==> config.mk <==
export PLATFORM = sky130hd
export DESIGN_NAME = bridge_control_config
export DESIGN_NICKNAME = d
export VERILOG_FILES = /design/src/bridge_control_config_pkg.sv /design/src/bridge_control_config.sv
export VERILOG_INCLUDE_DIRS = /design/src /design/src/src
export SDC_FILE = /design/constraint.sdc
export NUM_CORES = 1
export LEC_CHECK = 0
export ABC_CLOCK_PERIOD_IN_PS = 5600
export BUFFER_PORTS_ARGS = -buffer_cell sky130_fd_sc_hd__buf_2
export CORE_ASPECT_RATIO = 0.75
export CORE_MARGIN = 1
export CORE_UTILIZATION = 40
export CTS_CLUSTER_SIZE = 12
export DETAILED_ROUTE_END_ITERATION = 6
export MAX_ROUTING_LAYER = met4
export PLACE_DENSITY = 0.72
export SLEW_MARGIN = 10
export SYNTH_ARGS = -nofsm -noshare
export SYNTH_HDL_FRONTEND = slang
export SYNTH_SLANG_ARGS = --single-unit
==> constraint.sdc <==
create_clock -name SYS_CLK -period 5.6 [get_ports SYS_CLK]
set_input_delay 0.28 -clock SYS_CLK [delete_from_list [all_inputs] [get_ports SYS_CLK]]
set_output_delay 0.28 -clock SYS_CLK [all_outputs]
set_load 0.03 [all_outputs]
==> src/bridge_control_config_consts.svh <==
// Offsets, field positions, reset values and counts of the bridge control block.
`ifndef BRIDGE_CONTROL_CONFIG_CONSTS_SVH
`define BRIDGE_CONTROL_CONFIG_CONSTS_SVH

// Register byte offsets.
`define BCC_OFF_CTRL       12'h03C
`define BCC_OFF_IRQ_STATUS 12'h100
`define BCC_OFF_IRQ_MASK   12'h104
`define BCC_OFF_STATE      12'h108

// Field positions inside the control word.
`define BCC_BIT_PERR_RESP  16
`define BCC_BIT_SERR_FWD   17
`define BCC_BIT_ISA        18
`define BCC_BIT_VGA        19
`define BCC_BIT_VGA16      20
`define BCC_BIT_MA_MODE    21
`define BCC_BIT_SEC_RESET  22
`define BCC_BIT_PRI_SHORT  24
`define BCC_BIT_MTO_STAT   26

// Reset and fixed values.
`define BCC_PIN_FORWARD    8'h00
`define BCC_PIN_REVERSE    8'h01
`define BCC_ALL_ONES       32'hFFFFFFFF
`define BCC_IRQ_WIDTH      5

// Discard timer lengths in clock cycles.
`define BCC_DISCARD_LONG   32768
`define BCC_DISCARD_SHORT  1024

// Address decode constants.
`define BCC_ISA_LIMIT      32'h00010000
`define BCC_VGA_MEM_LO     32'h000A0000
`define BCC_VGA_MEM_HI     32'h000BFFFF

`endif

==> src/bridge_control_config_pkg.sv <==
// Types shared by the bridge control block.
package bridge_control_config_pkg;

	// Writable control fields held by the block.
	typedef struct packed {
		logic       pri_short;
		logic       sec_reset;
		logic       ma_mode;
		logic       vga16;
		logic       vga;
		logic       isa;
		logic       serr_fwd;
		logic       perr_resp;
		logic [7:0] int_line;
	} bctl_s;

	// Sticky event bits, in status register order.
	typedef struct packed {
		logic master_abort;
		logic sec_serr;
		logic poison;
		logic sec_parity;
		logic discard;
	} irq_s;

	// Discard timer states.
	typedef enum logic [0:0] {
		DT_IDLE,
		DT_RUN
	} dtimer_e;

endpackage

==> src/bridge_control_config.sv <==
// Bridge control and interrupt pin registers with their steering logic.
`timescale 1ns/1ns
`include "bridge_control_config_consts.svh"

module bridge_control_config #(
	parameter int DISCARD_LONG  = `BCC_DISCARD_LONG,
	parameter int DISCARD_SHORT = `BCC_DISCARD_SHORT
) (
	// Clock, reset and clock enable.
	input  wire logic        SYS_CLK,
	input  wire logic        RST_N,
	input  wire logic        CE,
	// APB slave.
	input  wire logic        PSEL,
	input  wire logic        PENABLE,
	input  wire logic        PWRITE,
	input  wire logic [11:0] PADDR,
	input  wire logic [31:0] PWDATA,
	output logic      [31:0] PRDATA,
	output logic             PREADY,
	output logic             PSLVERR,
	// Mode strap and command enables.
	input  wire logic        REVERSE_MODE,
	input  wire logic        IO_ENABLE,
	input  wire logic        MEM_ENABLE,
	input  wire logic        SERR_PIN_ENABLE,
	// Secondary system error pin, active low, from the bus.
	input  wire logic        SEC_SERR_N,
	// Error events from the datapath.
	input  wire logic        SEC_PARITY_ERR,
	input  wire logic        POISON_RX,
	input  wire logic        MASTER_ABORT,
	input  wire logic        MA_CAN_TARGET_ABORT,
	// Delayed completion handshake.
	input  wire logic        DC_READY,
	input  wire logic        DC_TAKEN,
	output logic             DC_DISCARD,
	// Address forwarding decode.
	input  wire logic [31:0] IO_ADDR,
	input  wire logic        IO_IN_WINDOW,
	input  wire logic [31:0] MEM_ADDR,
	input  wire logic        MEM_IN_WINDOW,
	output logic             IO_FORWARD,
	output logic             MEM_FORWARD,
	// Error responses.
	output logic             PARITY_RESPOND,
	output logic             MDPE_SET,
	output logic             ERR_MSG_REQ,
	output logic             TARGET_ABORT_REQ,
	output logic             MA_RETURN_ONES,
	output logic             MA_DISCARD_WRITE,
	output logic             SYSTEM_ERROR_PIN_N_O,
	output logic             SYSTEM_ERROR_PIN_N_OE,
	// Resets toward the secondary side.
	output logic             SEC_BUS_RESET_N,
	output logic             HOT_RESET,
	// Interrupt.
	output logic             IRQ
);

	// Register state.
	bridge_control_config_pkg::bctl_s   ctl_ff;
	bridge_control_config_pkg::bctl_s   nxt_ctl;
	bridge_control_config_pkg::irq_s    stat_ff;
	bridge_control_config_pkg::irq_s    nxt_stat;
	bridge_control_config_pkg::irq_s    mask_ff;
	bridge_control_config_pkg::irq_s    ev;
	bridge_control_config_pkg::dtimer_e dt_ff;
	bridge_control_config_pkg::dtimer_e nxt_dt;
	logic                               mto_ff;
	logic [15:0]                        dcnt_ff;
	logic [31:0]                        prdata_ff;
	logic                               rev_s1_ff;
	logic                               rev_ff;
	logic                               serr_s1_ff;
	logic                               serr_s2_ff;
	logic                               serr_s3_ff;
	logic                               perr_ff;
	logic                               mdpe_ff;
	logic                               errmsg_ff;
	logic                               tabort_ff;
	logic                               serr_out_ff;
	logic                               discard_ff;
	logic                               secrst_ff;
	logic                               hotrst_ff;

	// Bus decode.
	wire        setup    = PSEL && !PENABLE;
	wire        access   = PSEL && PENABLE;
	wire        hit_ctl  = (PADDR == `BCC_OFF_CTRL);
	wire        hit_stat = (PADDR == `BCC_OFF_IRQ_STATUS);
	wire        hit_mask = (PADDR == `BCC_OFF_IRQ_MASK);
	wire        hit_st   = (PADDR == `BCC_OFF_STATE);
	wire        mapped   = hit_ctl || hit_stat || hit_mask || hit_st;
	wire        wr_ctl   = access && PWRITE && hit_ctl;
	wire        wr_stat  = access && PWRITE && hit_stat;
	wire        wr_mask  = access && PWRITE && hit_mask;

	// Zero wait states; the read word is captured during setup.
	assign PREADY  = 1'b1;
	assign PSLVERR = access && !mapped;
	assign PRDATA  = prdata_ff;

	// Read view of the control word; read-only bits show fixed values.
	wire [7:0]  pin_val  = rev_ff ? `BCC_PIN_REVERSE
	                              : `BCC_PIN_FORWARD;
	wire        serr_rd  = ctl_ff.serr_fwd && !rev_ff;
	wire        pri_rd   = ctl_ff.pri_short && rev_ff;
	wire [31:0] ctl_word = {5'h00, mto_ff, 1'b0, pri_rd,
	                        1'b0,
	                        ctl_ff.sec_reset, ctl_ff.ma_mode,
	                        ctl_ff.vga16, ctl_ff.vga, ctl_ff.isa,
	                        serr_rd, ctl_ff.perr_resp,
	                        pin_val, ctl_ff.int_line};
	wire [31:0] state_wd = {30'h00000000, dt_ff == bridge_control_config_pkg::DT_RUN,
	                        rev_ff};
	wire [31:0] rd_mux   = hit_ctl  ? ctl_word :
	                       hit_stat ? {27'h0000000, stat_ff} :
	                       hit_mask ? {27'h0000000, mask_ff} :
	                       hit_st   ? state_wd : 32'h00000000;

	// Control write: bit 17 is frozen in reverse, bit 24 in forward.
	always_comb begin
		nxt_ctl = ctl_ff;
		if (wr_ctl) begin
			nxt_ctl.int_line  = PWDATA[7:0];
			nxt_ctl.perr_resp = PWDATA[`BCC_BIT_PERR_RESP];
			if (!rev_ff) begin
				nxt_ctl.serr_fwd = PWDATA[`BCC_BIT_SERR_FWD];
			end
			nxt_ctl.isa       = PWDATA[`BCC_BIT_ISA];
			nxt_ctl.vga       = PWDATA[`BCC_BIT_VGA];
			nxt_ctl.vga16     = PWDATA[`BCC_BIT_VGA16];
			nxt_ctl.ma_mode   = PWDATA[`BCC_BIT_MA_MODE];
			nxt_ctl.sec_reset = PWDATA[`BCC_BIT_SEC_RESET];
			if (rev_ff) begin
				nxt_ctl.pri_short = PWDATA[`BCC_BIT_PRI_SHORT];
			end
		end
	end

	// Bus-facing registers.
	always_ff @(posedge SYS_CLK) begin
		if (!RST_N) begin
			ctl_ff    <= '0;
			mask_ff   <= '0;
			prdata_ff <= 32'h00000000;
		end else if (CE) begin
			ctl_ff <= nxt_ctl;
			if (wr_mask) begin
				mask_ff <= PWDATA[`BCC_IRQ_WIDTH-1:0];
			end
			if (setup) begin
				prdata_ff <= rd_mux;
			end
		end
	end

	// Mode strap and secondary error pin pass two flops before use.
	always_ff @(posedge SYS_CLK) begin
		if (!RST_N) begin
			rev_s1_ff  <= 1'b0;
			rev_ff     <= 1'b0;
			serr_s1_ff <= 1'b1;
			serr_s2_ff <= 1'b1;
			serr_s3_ff <= 1'b1;
		end else if (CE) begin
			rev_s1_ff  <= REVERSE_MODE;
			rev_ff     <= rev_s1_ff;
			serr_s1_ff <= SEC_SERR_N;
			serr_s2_ff <= serr_s1_ff;
			serr_s3_ff <= serr_s2_ff;
		end
	end

	// Discard timer length; forward mode always uses the long count.
	wire [15:0] dlen = (rev_ff && ctl_ff.pri_short)
	                   ? 16'(DISCARD_SHORT - 1)
	                   : 16'(DISCARD_LONG - 1);
	wire        dexp = (dt_ff == bridge_control_config_pkg::DT_RUN)
	                   && (dcnt_ff == dlen) && !DC_TAKEN;

	// Timer state: a ready completion restarts it, retrieval stops it.
	always_comb begin
		nxt_dt = dt_ff;
		case (dt_ff)
			bridge_control_config_pkg::DT_IDLE: begin
				if (DC_READY) begin
					nxt_dt = bridge_control_config_pkg::DT_RUN;
				end
			end
			bridge_control_config_pkg::DT_RUN: begin
				if (DC_READY) begin
					nxt_dt = bridge_control_config_pkg::DT_RUN;
				end else if (DC_TAKEN || dexp) begin
					nxt_dt = bridge_control_config_pkg::DT_IDLE;
				end
			end
			default: begin
				nxt_dt = bridge_control_config_pkg::DT_IDLE;
			end
		endcase
	end

	// Counter runs only while a completion waits.
	always_ff @(posedge SYS_CLK) begin
		if (!RST_N) begin
			dt_ff   <= bridge_control_config_pkg::DT_IDLE;
			dcnt_ff <= 16'h0000;
		end else if (CE) begin
			dt_ff <= nxt_dt;
			if (DC_READY || nxt_dt == bridge_control_config_pkg::DT_IDLE) begin
				dcnt_ff <= 16'h0000;
			end else begin
				dcnt_ff <= dcnt_ff + 16'h0001;
			end
		end
	end

	// Events that set sticky status bits.
	wire serr_fall = serr_s3_ff && !serr_s2_ff;
	always_comb begin
		ev.discard      = dexp;
		ev.sec_parity   = SEC_PARITY_ERR && ctl_ff.perr_resp && !rev_ff;
		ev.poison       = POISON_RX && ctl_ff.perr_resp && rev_ff;
		ev.sec_serr     = serr_fall && !rev_ff;
		ev.master_abort = MASTER_ABORT;
	end

	// Write-one clears, but an event in the same cycle keeps the bit set.
	assign nxt_stat = (stat_ff & ~(wr_stat ? PWDATA[`BCC_IRQ_WIDTH-1:0]
	                                       : {`BCC_IRQ_WIDTH{1'b0}})) | ev;
	wire   mto_clr  = wr_ctl && PWDATA[`BCC_BIT_MTO_STAT];

	// Sticky status and the discard status bit of the control word.
	always_ff @(posedge SYS_CLK) begin
		if (!RST_N) begin
			stat_ff <= '0;
			mto_ff  <= 1'b0;
		end else if (CE) begin
			stat_ff <= nxt_stat;
			mto_ff  <= dexp || (mto_ff && !mto_clr);
		end
	end

	assign IRQ = |(stat_ff & mask_ff);

	// Master abort reporting choices.
	wire ma_report = MASTER_ABORT && ctl_ff.ma_mode;
	wire ta_now    = ma_report && MA_CAN_TARGET_ABORT;
	wire serr_now  = ma_report && !MA_CAN_TARGET_ABORT
	                 && SERR_PIN_ENABLE;

	// Response pulses and held reset levels, all from flops.
	always_ff @(posedge SYS_CLK) begin
		if (!RST_N) begin
			perr_ff     <= 1'b0;
			mdpe_ff     <= 1'b0;
			errmsg_ff   <= 1'b0;
			tabort_ff   <= 1'b0;
			serr_out_ff <= 1'b0;
			discard_ff  <= 1'b0;
			secrst_ff   <= 1'b0;
			hotrst_ff   <= 1'b0;
		end else if (CE) begin
			perr_ff     <= ev.sec_parity;
			mdpe_ff     <= ev.poison;
			errmsg_ff   <= ev.sec_serr && ctl_ff.serr_fwd;
			tabort_ff   <= ta_now;
			serr_out_ff <= serr_now;
			discard_ff  <= dexp;
			secrst_ff   <= ctl_ff.sec_reset && !rev_ff;
			hotrst_ff   <= ctl_ff.sec_reset && rev_ff;
		end
	end

	assign PARITY_RESPOND        = perr_ff;
	assign MDPE_SET              = mdpe_ff;
	assign ERR_MSG_REQ           = errmsg_ff;
	assign TARGET_ABORT_REQ      = tabort_ff;
	assign DC_DISCARD            = discard_ff;
	assign SEC_BUS_RESET_N       = !secrst_ff;
	assign HOT_RESET             = hotrst_ff;
	assign SYSTEM_ERROR_PIN_N_O  = 1'b0;
	assign SYSTEM_ERROR_PIN_N_OE = serr_out_ff;
	// Hidden aborts: datapath returns all ones and drops writes.
	assign MA_RETURN_ONES        = !ctl_ff.ma_mode;
	assign MA_DISCARD_WRITE      = !ctl_ff.ma_mode;

	// I/O decode: ISA mode drops the low 256 bytes of each 1KB block below 64KB.
	wire io_low   = IO_ADDR < `BCC_ISA_LIMIT;
	wire isa_hole = ctl_ff.isa && io_low
	                && (IO_ADDR[9:8] == 2'h0);
	wire vga_top  = ctl_ff.vga16 ? (IO_ADDR[31:10] == 22'h000000)
	                             : 1'b1;
	wire vga_io   = vga_top && ((IO_ADDR[9:0] >= 10'h3B0
	                && IO_ADDR[9:0] <= 10'h3BB)
	                || (IO_ADDR[9:0] >= 10'h3C0
	                && IO_ADDR[9:0] <= 10'h3DF));
	wire vga_mem  = (MEM_ADDR >= `BCC_VGA_MEM_LO)
	                && (MEM_ADDR <= `BCC_VGA_MEM_HI);

	// VGA ranges bypass both the windows and the ISA hole when enabled.
	assign IO_FORWARD  = IO_ENABLE && ((ctl_ff.vga && vga_io)
	                     || (IO_IN_WINDOW && !isa_hole));
	assign MEM_FORWARD = MEM_ENABLE && ((ctl_ff.vga && vga_mem)
	                     || MEM_IN_WINDOW);

endmodule

Word-level counts from Yosys, hierarchy flattened
Index checks and enable logic that the tools add are counted.
{"block": "word_totals", "reg_bits": 89, "output_inout_bits": 48, "in_bits": 127}
{"block": "classes", "bitwise": 7, "muxes": 13, "add_sub_neg": 1, "n_eq_ne": 5, "order_cmp": 7, "n_reduce_logical": 64}
{"op": "$logic_and 1x1->1", "count": 37}
{"op": "$eq 12x9->1 const B", "count": 3}
{"op": "$ge 32x20->1 const B", "count": 1}
{"op": "$le 32x20->1 const B", "count": 1}
{"op": "$lt 32x17->1 const B", "count": 1}
{"op": "$mux 27", "count": 1}
{"op": "$logic_not 22->1", "count": 1}
{"op": "$ge 10x10->1 const B", "count": 2}
{"op": "$le 10x10->1 const B", "count": 2}
{"op": "$add 16x1->16 const B", "count": 1}
{"op": "$eq 16x15->1", "count": 1}
{"op": "$mux 16", "count": 1}
{"op": "$mux 15", "count": 1}
{"op": "$mux 5", "count": 3}
{"op": "$eq 12x6->1 const B", "count": 1}
{"op": "$and 5x5->5", "count": 2}
{"op": "$logic_not 1->1", "count": 10}
{"op": "$logic_or 1x1->1", "count": 9}
{"op": "$reduce_and 2->1", "count": 3}
{"op": "$reduce_and 3->1", "count": 2}
{"op": "$mux 1", "count": 5}
{"op": "$not 5->5", "count": 1}
{"op": "$or 5x5->5", "count": 1}
{"op": "$reduce_or 5->1", "count": 1}
{"op": "other kinds (4)", "count": 6}

Depth between registers and ports, before layout
{"block": "depth", "depth_word": 12, "depth_mapped": 8, "depth_no_buf": 6}

Worst setup path before layout
Ideal clock, no wire load.
{"block": "synth_path", "path_kind": "input-to-reg", "from": "input port PADDR[6]", "to": "register mto_ff", "t_required_ps": 5485, "path_stages": 6, "path_slack_ps": 3749, "t_arrival_ps": 1736, "path_buffers": 1, "cell_sequence": "or4_4 -> nor4_4 -> and2_1 -> buf_6 -> a21boi_0 -> o21a_1"}
{"block": "synth_via", "elab_chain_len": 6}
{"item": "start: declaration", "line_no": "bridge_control_config.sv:17", "source": "input wire logic [11:0] PADDR,"}
{"item": "$eq 12x6->1 (no line)"}
{"item": "$logic_and 1x1->1", "line_no": "bridge_control_config.sv:95", "source": "wire wr_ctl = access && PWRITE && hit_ctl;"}
{"item": "$logic_and 1x1->1", "line_no": "bridge_control_config.sv:233", "source": "wire mto_clr = wr_ctl && PWDATA[`BCC_BIT_MTO_STAT];"}
{"item": "$logic_not 1->1", "line_no": "bridge_control_config.sv:242", "source": "mto_ff <= dexp || (mto_ff && !mto_clr);"}
{"item": "$logic_and 1x1->1", "line_no": "bridge_control_config.sv:242"}
{"item": "$logic_or 1x1->1", "line_no": "bridge_control_config.sv:242"}
{"item": "end signal: assignment", "line_no": "bridge_control_config.sv:242"}
{"item": "end: declaration", "line_no": "bridge_control_config.sv:70", "source": "logic mto_ff;"}
Every way passes these cells.
A chain may end at the register's enable or synchronous reset.

Final worst setup path
{"block": "layout_path", "from": "register dcnt_ff[10]", "to": "register dcnt_ff[3]"}
{"block": "layout_via", "elab_chain_len": 10}
{"item": "start: declaration", "line_no": "bridge_control_config.sv:71", "source": "logic [15:0] dcnt_ff;"}
{"item": "start signal: assignment", "line_no": "bridge_control_config.sv:215", "source": "dcnt_ff <= dcnt_ff + 16'h0001;"}
{"item": "$eq 16x15->1", "line_no": "bridge_control_config.sv:181", "source": "&& (dcnt_ff == dlen) && !DC_TAKEN;"}
{"item": "$logic_and 1x1->1 (2 in series)", "line_no": "bridge_control_config.sv:181"}
{"item": "$logic_or 1x1->1", "line_no": "bridge_control_config.sv:195", "source": "end else if (DC_TAKEN || dexp) begin"}
{"item": "$mux 1", "line_no": "bridge_control_config.sv:195"}
{"item": "$mux 1", "line_no": "bridge_control_config.sv:193", "source": "if (DC_READY) begin"}
{"item": "$pmux 1 s2", "line_no": "bridge_control_config.sv:186", "source": "case (dt_ff)"}
{"item": "$not 1->1", "line_no": "bridge_control_config.sv:212", "source": "if (DC_READY || nxt_dt == bridge_control_config_pkg::DT_IDLE) begin"}
{"item": "$logic_or 1x1->1", "line_no": "bridge_control_config.sv:212"}
{"item": "$mux 16", "line_no": "bridge_control_config.sv:212"}
Every way passes these cells.

==> run_results.csv <==
group,metric,value,unit
logic_synthesis,post-synth-top-area-cell,"dfxtp_1",
status,status,"completed",
layout,drive_above_1_share,30.1,%
power_and_ir_drop,power.share.combinational,7.3,%
logic_synthesis,yosysSeqAreaShare,44.2,%
layout,n_fill_cell,767,
clock_tree,cts_hold_buf,0,
critical_path,ff2ff_setup_slack,3.40,ns
layout,ff_latch_area,0.00150,mm2
drt,routedWlPerCell,13.9,um
place,dp.cells,608,
clock_tree,cts_made_buffers,9,
power_and_ir_drop,peakVddDrop,0.161,mV
min_path,worstHoldStart,"SEC_SERR_N",
sta,slew_viol_final,0,
logic_synthesis,synthCells,398,
logic_synthesis,synth_seq_cells,75,
sta,setup-violations-final,0,
sta,rsz0062_at_grt,"no",
critical_path,path_class,"flop to flop",
critical_path,crit_path_start_kind,"flop",
sta,max_freq,454,MHz
job,max_cap_viol_count,0,
clock_tree,cts-root-buf,"clkbuf_16",
clock_tree,clockBufferDepth,2,
layout,finish.utilization,53.5,%
power_and_ir_drop,internal_power,0.000974,W
grt,grt_start_max_net_pins,28,
grt,grt_pass1_wl,13000,um
die,die_y,81.8,um
power_and_ir_drop,power.switching,0.000277,W
layout,area_delta_synth_final,27.0,%
critical_path,required,5.78,ns
layout,diodes,0,
sta,tns,0,ns
drt,ant_nets,0,
power_and_ir_drop,clockPowerShare,49.4,%
drt,drtPass1Iterations,4,
clock_tree,cts_setup_buffers,0,
place,gp_congestion,0.889,
clock_tree,clock_sinks,75,
logic_synthesis,avgSynthCellArea,8.54,um2
drt,vias,3193,
logic_synthesis,synth_commonest_cells,"75 x dfxtp_1, 55 x nand2_1, 52 x nor2_1",
drt,route.detailed.drc,0,
power_and_ir_drop,sequentialPowerShare,43.2,%
layout,nets,642,
logic_synthesis,synth_edf_count,0,
sta,hold_violations,0,
sta,maxSlewHeadroom,48.5,%
grt,grt_antenna_before_repair,0,
place,hpwl,6620,um
critical_path,r2r-end,"dcnt_ff[3]",
die,dieArea,0.00887,mm2
critical_path,r2r_cells,5,
logic_synthesis,syn-cell-area,0.00340,mm2
die,rows,28,
logic_synthesis,synth_cell_types,54,
min_path,worstHoldPathCells,3,
grt,grt_pass1_vias,2747,
sta,fin_crit_sh,39.3,%
logic_synthesis,synth_top_area_share,44.2,%
sta,fin_skew,0.00742,ns
logic_synthesis,yosysMostFrequentCell,"dfxtp_1",
clock_tree,clock_latency,0.33,ns
place,port_buffers,124,
critical_path,worst-path-max-fanout,14,
drt,drt_iter0_drc,201,
grt,grtUsageTotal,19.7,%
die,coreArea,0.00806,mm2
clock_tree,cts_max_level,3,
critical_path,r2r-start,"dcnt_ff[10]",
layout,stdcell_area,0.00431,mm2
min_path,whs_endpoint,"serr_s1_ff",
logic_synthesis,async_reset_ff_share,0,%
layout,instances_no_fill,624,
layout,multi_input_area,0.00170,mm2
sta,worst_slew_pin_slew,0.772,ns
clock_tree,ctsResizeCount,0,
logic_synthesis,synth.area.top_cells,"dfxtp_1 44%, nand2_1 6.1%, nor2_1 5.7%",
power_and_ir_drop,p_leak,1.83,nW
grt,overflow,0,
drt,drt-total-wl,8670,um
die,die_x,108,um
min_path,hold_path.class,"primary input to flop",
logic_synthesis,synth_top_flop_cell,"dfxtp_1",
sta,period_minus_slack,2.20,ns
die,pin_count,175,
drt,viasPerCell,5.12,
power_and_ir_drop,power.density,290,mW/mm2
clock_tree,clkTransAtPathRegs,0.05,ns
critical_path,worstPathArrival,2.38,ns
logic_synthesis,yosysWarnings,0,
clock_tree,cts_tree,"built",
power_and_ir_drop,totalPowerFinal,0.00125,W
critical_path,worstSetupEndpointType,"flop",
place,placed_area,0.00399,mm2
die,start_util,42.2,%
power_and_ir_drop,power_switching_share,22.1,%
## layout by cell type, fill, tap and decap left out, drive strengths merged, types with 9 or more instances in the layout
master / Yosys / layout
a21oi: 28 / 28
xor2: 9 / 9
a22oi: 14 / 14
mux2i: 11 / 11
nor4: 9 / 9
conb: 2 / 16
buf: 25 / 125
nand4: 14 / 14
clkbuf: 9 / 10
nor2: 52 / 52
nand2: 55 / 55
dfxtp: 75 / 75
nand3: 13 / 13
o21ai: 12 / 12
## kinds of logic (layout without fill, tap and decap cells)
family                     count (synthesis)  count (layout)  synth area share, %
AOI/OAI and AO/OA                         77              77                 15.1
muxes                                     13              13                 3.90
xor gates and xnor gates                  14              14                 3.61
and+or+nand+nor                          175             175                 25.3
buffers and inverters                     41             148                 7.36
other                                      2              16                0.221
DFF                                       75              75                 44.2
adders and majority gates                  1               1                0.368
## sequential cells by signal (all words and copies together) (netlist names), 5 cells and up
register	cells
dcnt_ff	16
PRDATA	18
mask_ff	5
stat_ff	5
ctl_ff	16
## power groups by stage
stage	clock, W	combinational, W	sequential [W]
final	0.000618	0.0000916	0.000541
after global routing	0.000656	0.000100	0.000541
after CTS	0.000633	0.0000914	0.000541
after detailed placement	0	0.0000912	0.000552
after global placement	0	0.0000897	0.000552
after floorplan	0	0.0000547	0.000553
## worst max-delay path by stage
stage	slack (ns)	cells past startpoint	startpoint	endpoint
final	3.40	5	dcnt_ff[10]	dcnt_ff[3]
after global routing	3.24	5	dcnt_ff[10]	dcnt_ff[12]
after CTS	3.40	5	dcnt_ff[10]	dcnt_ff[6]
after detailed placement	3.06	6	PADDR[6]	mto_ff
after global placement	3.12	6	PADDR[6]	mto_ff
after floorplan	3.75	6	PADDR[6]	mto_ff
## layout make-up
type | count | area share [%]
multi-input combinational | 296 | 39.4
sequential | 75 | 34.8
timing repair buffer | 125 | 14.6
clock buffer | 10 | 5.54
tap | 105 | 3.05
clock inverter | 6 | 2.06
inverter | 7 | 0.609
## per-stage QoR
stage | setup slack [ns] | hold WS (ns)
2_1_floorplan | 3.75 | 0.390
3_3_place_gp | 3.12 | 0.442
3_5_place_dp | 3.06 | 0.445
4_1_cts | 3.40 | 0.170
5_1_grt | 3.24 | 0.173
6_report | 3.40 | 0.179
## routing by layer
metal / wire (um) / GRT usage [%] / part of all wire (%) / up-vias
li1: - / - / - / 1610
met1: 4060 / 26.5 / 47 / 1475
met2: 3940 / 28.6 / 45 / 100
met3: 551 / 5.08 / 6.4 / 8
met4: 121 / 6.62 / 1.4 / 0
met5: 0 / - / 0 / -
## worst max-delay path, stage by stage (launching register included)
cell      delay [ns]
dfxtp_1         0.35
or4_1           0.52
nor4_1          0.31
o211ai_1        0.21
a31oi_2         0.55
nor2_1          0.12
No activity file was read; power rests on OpenSTA's default activity.
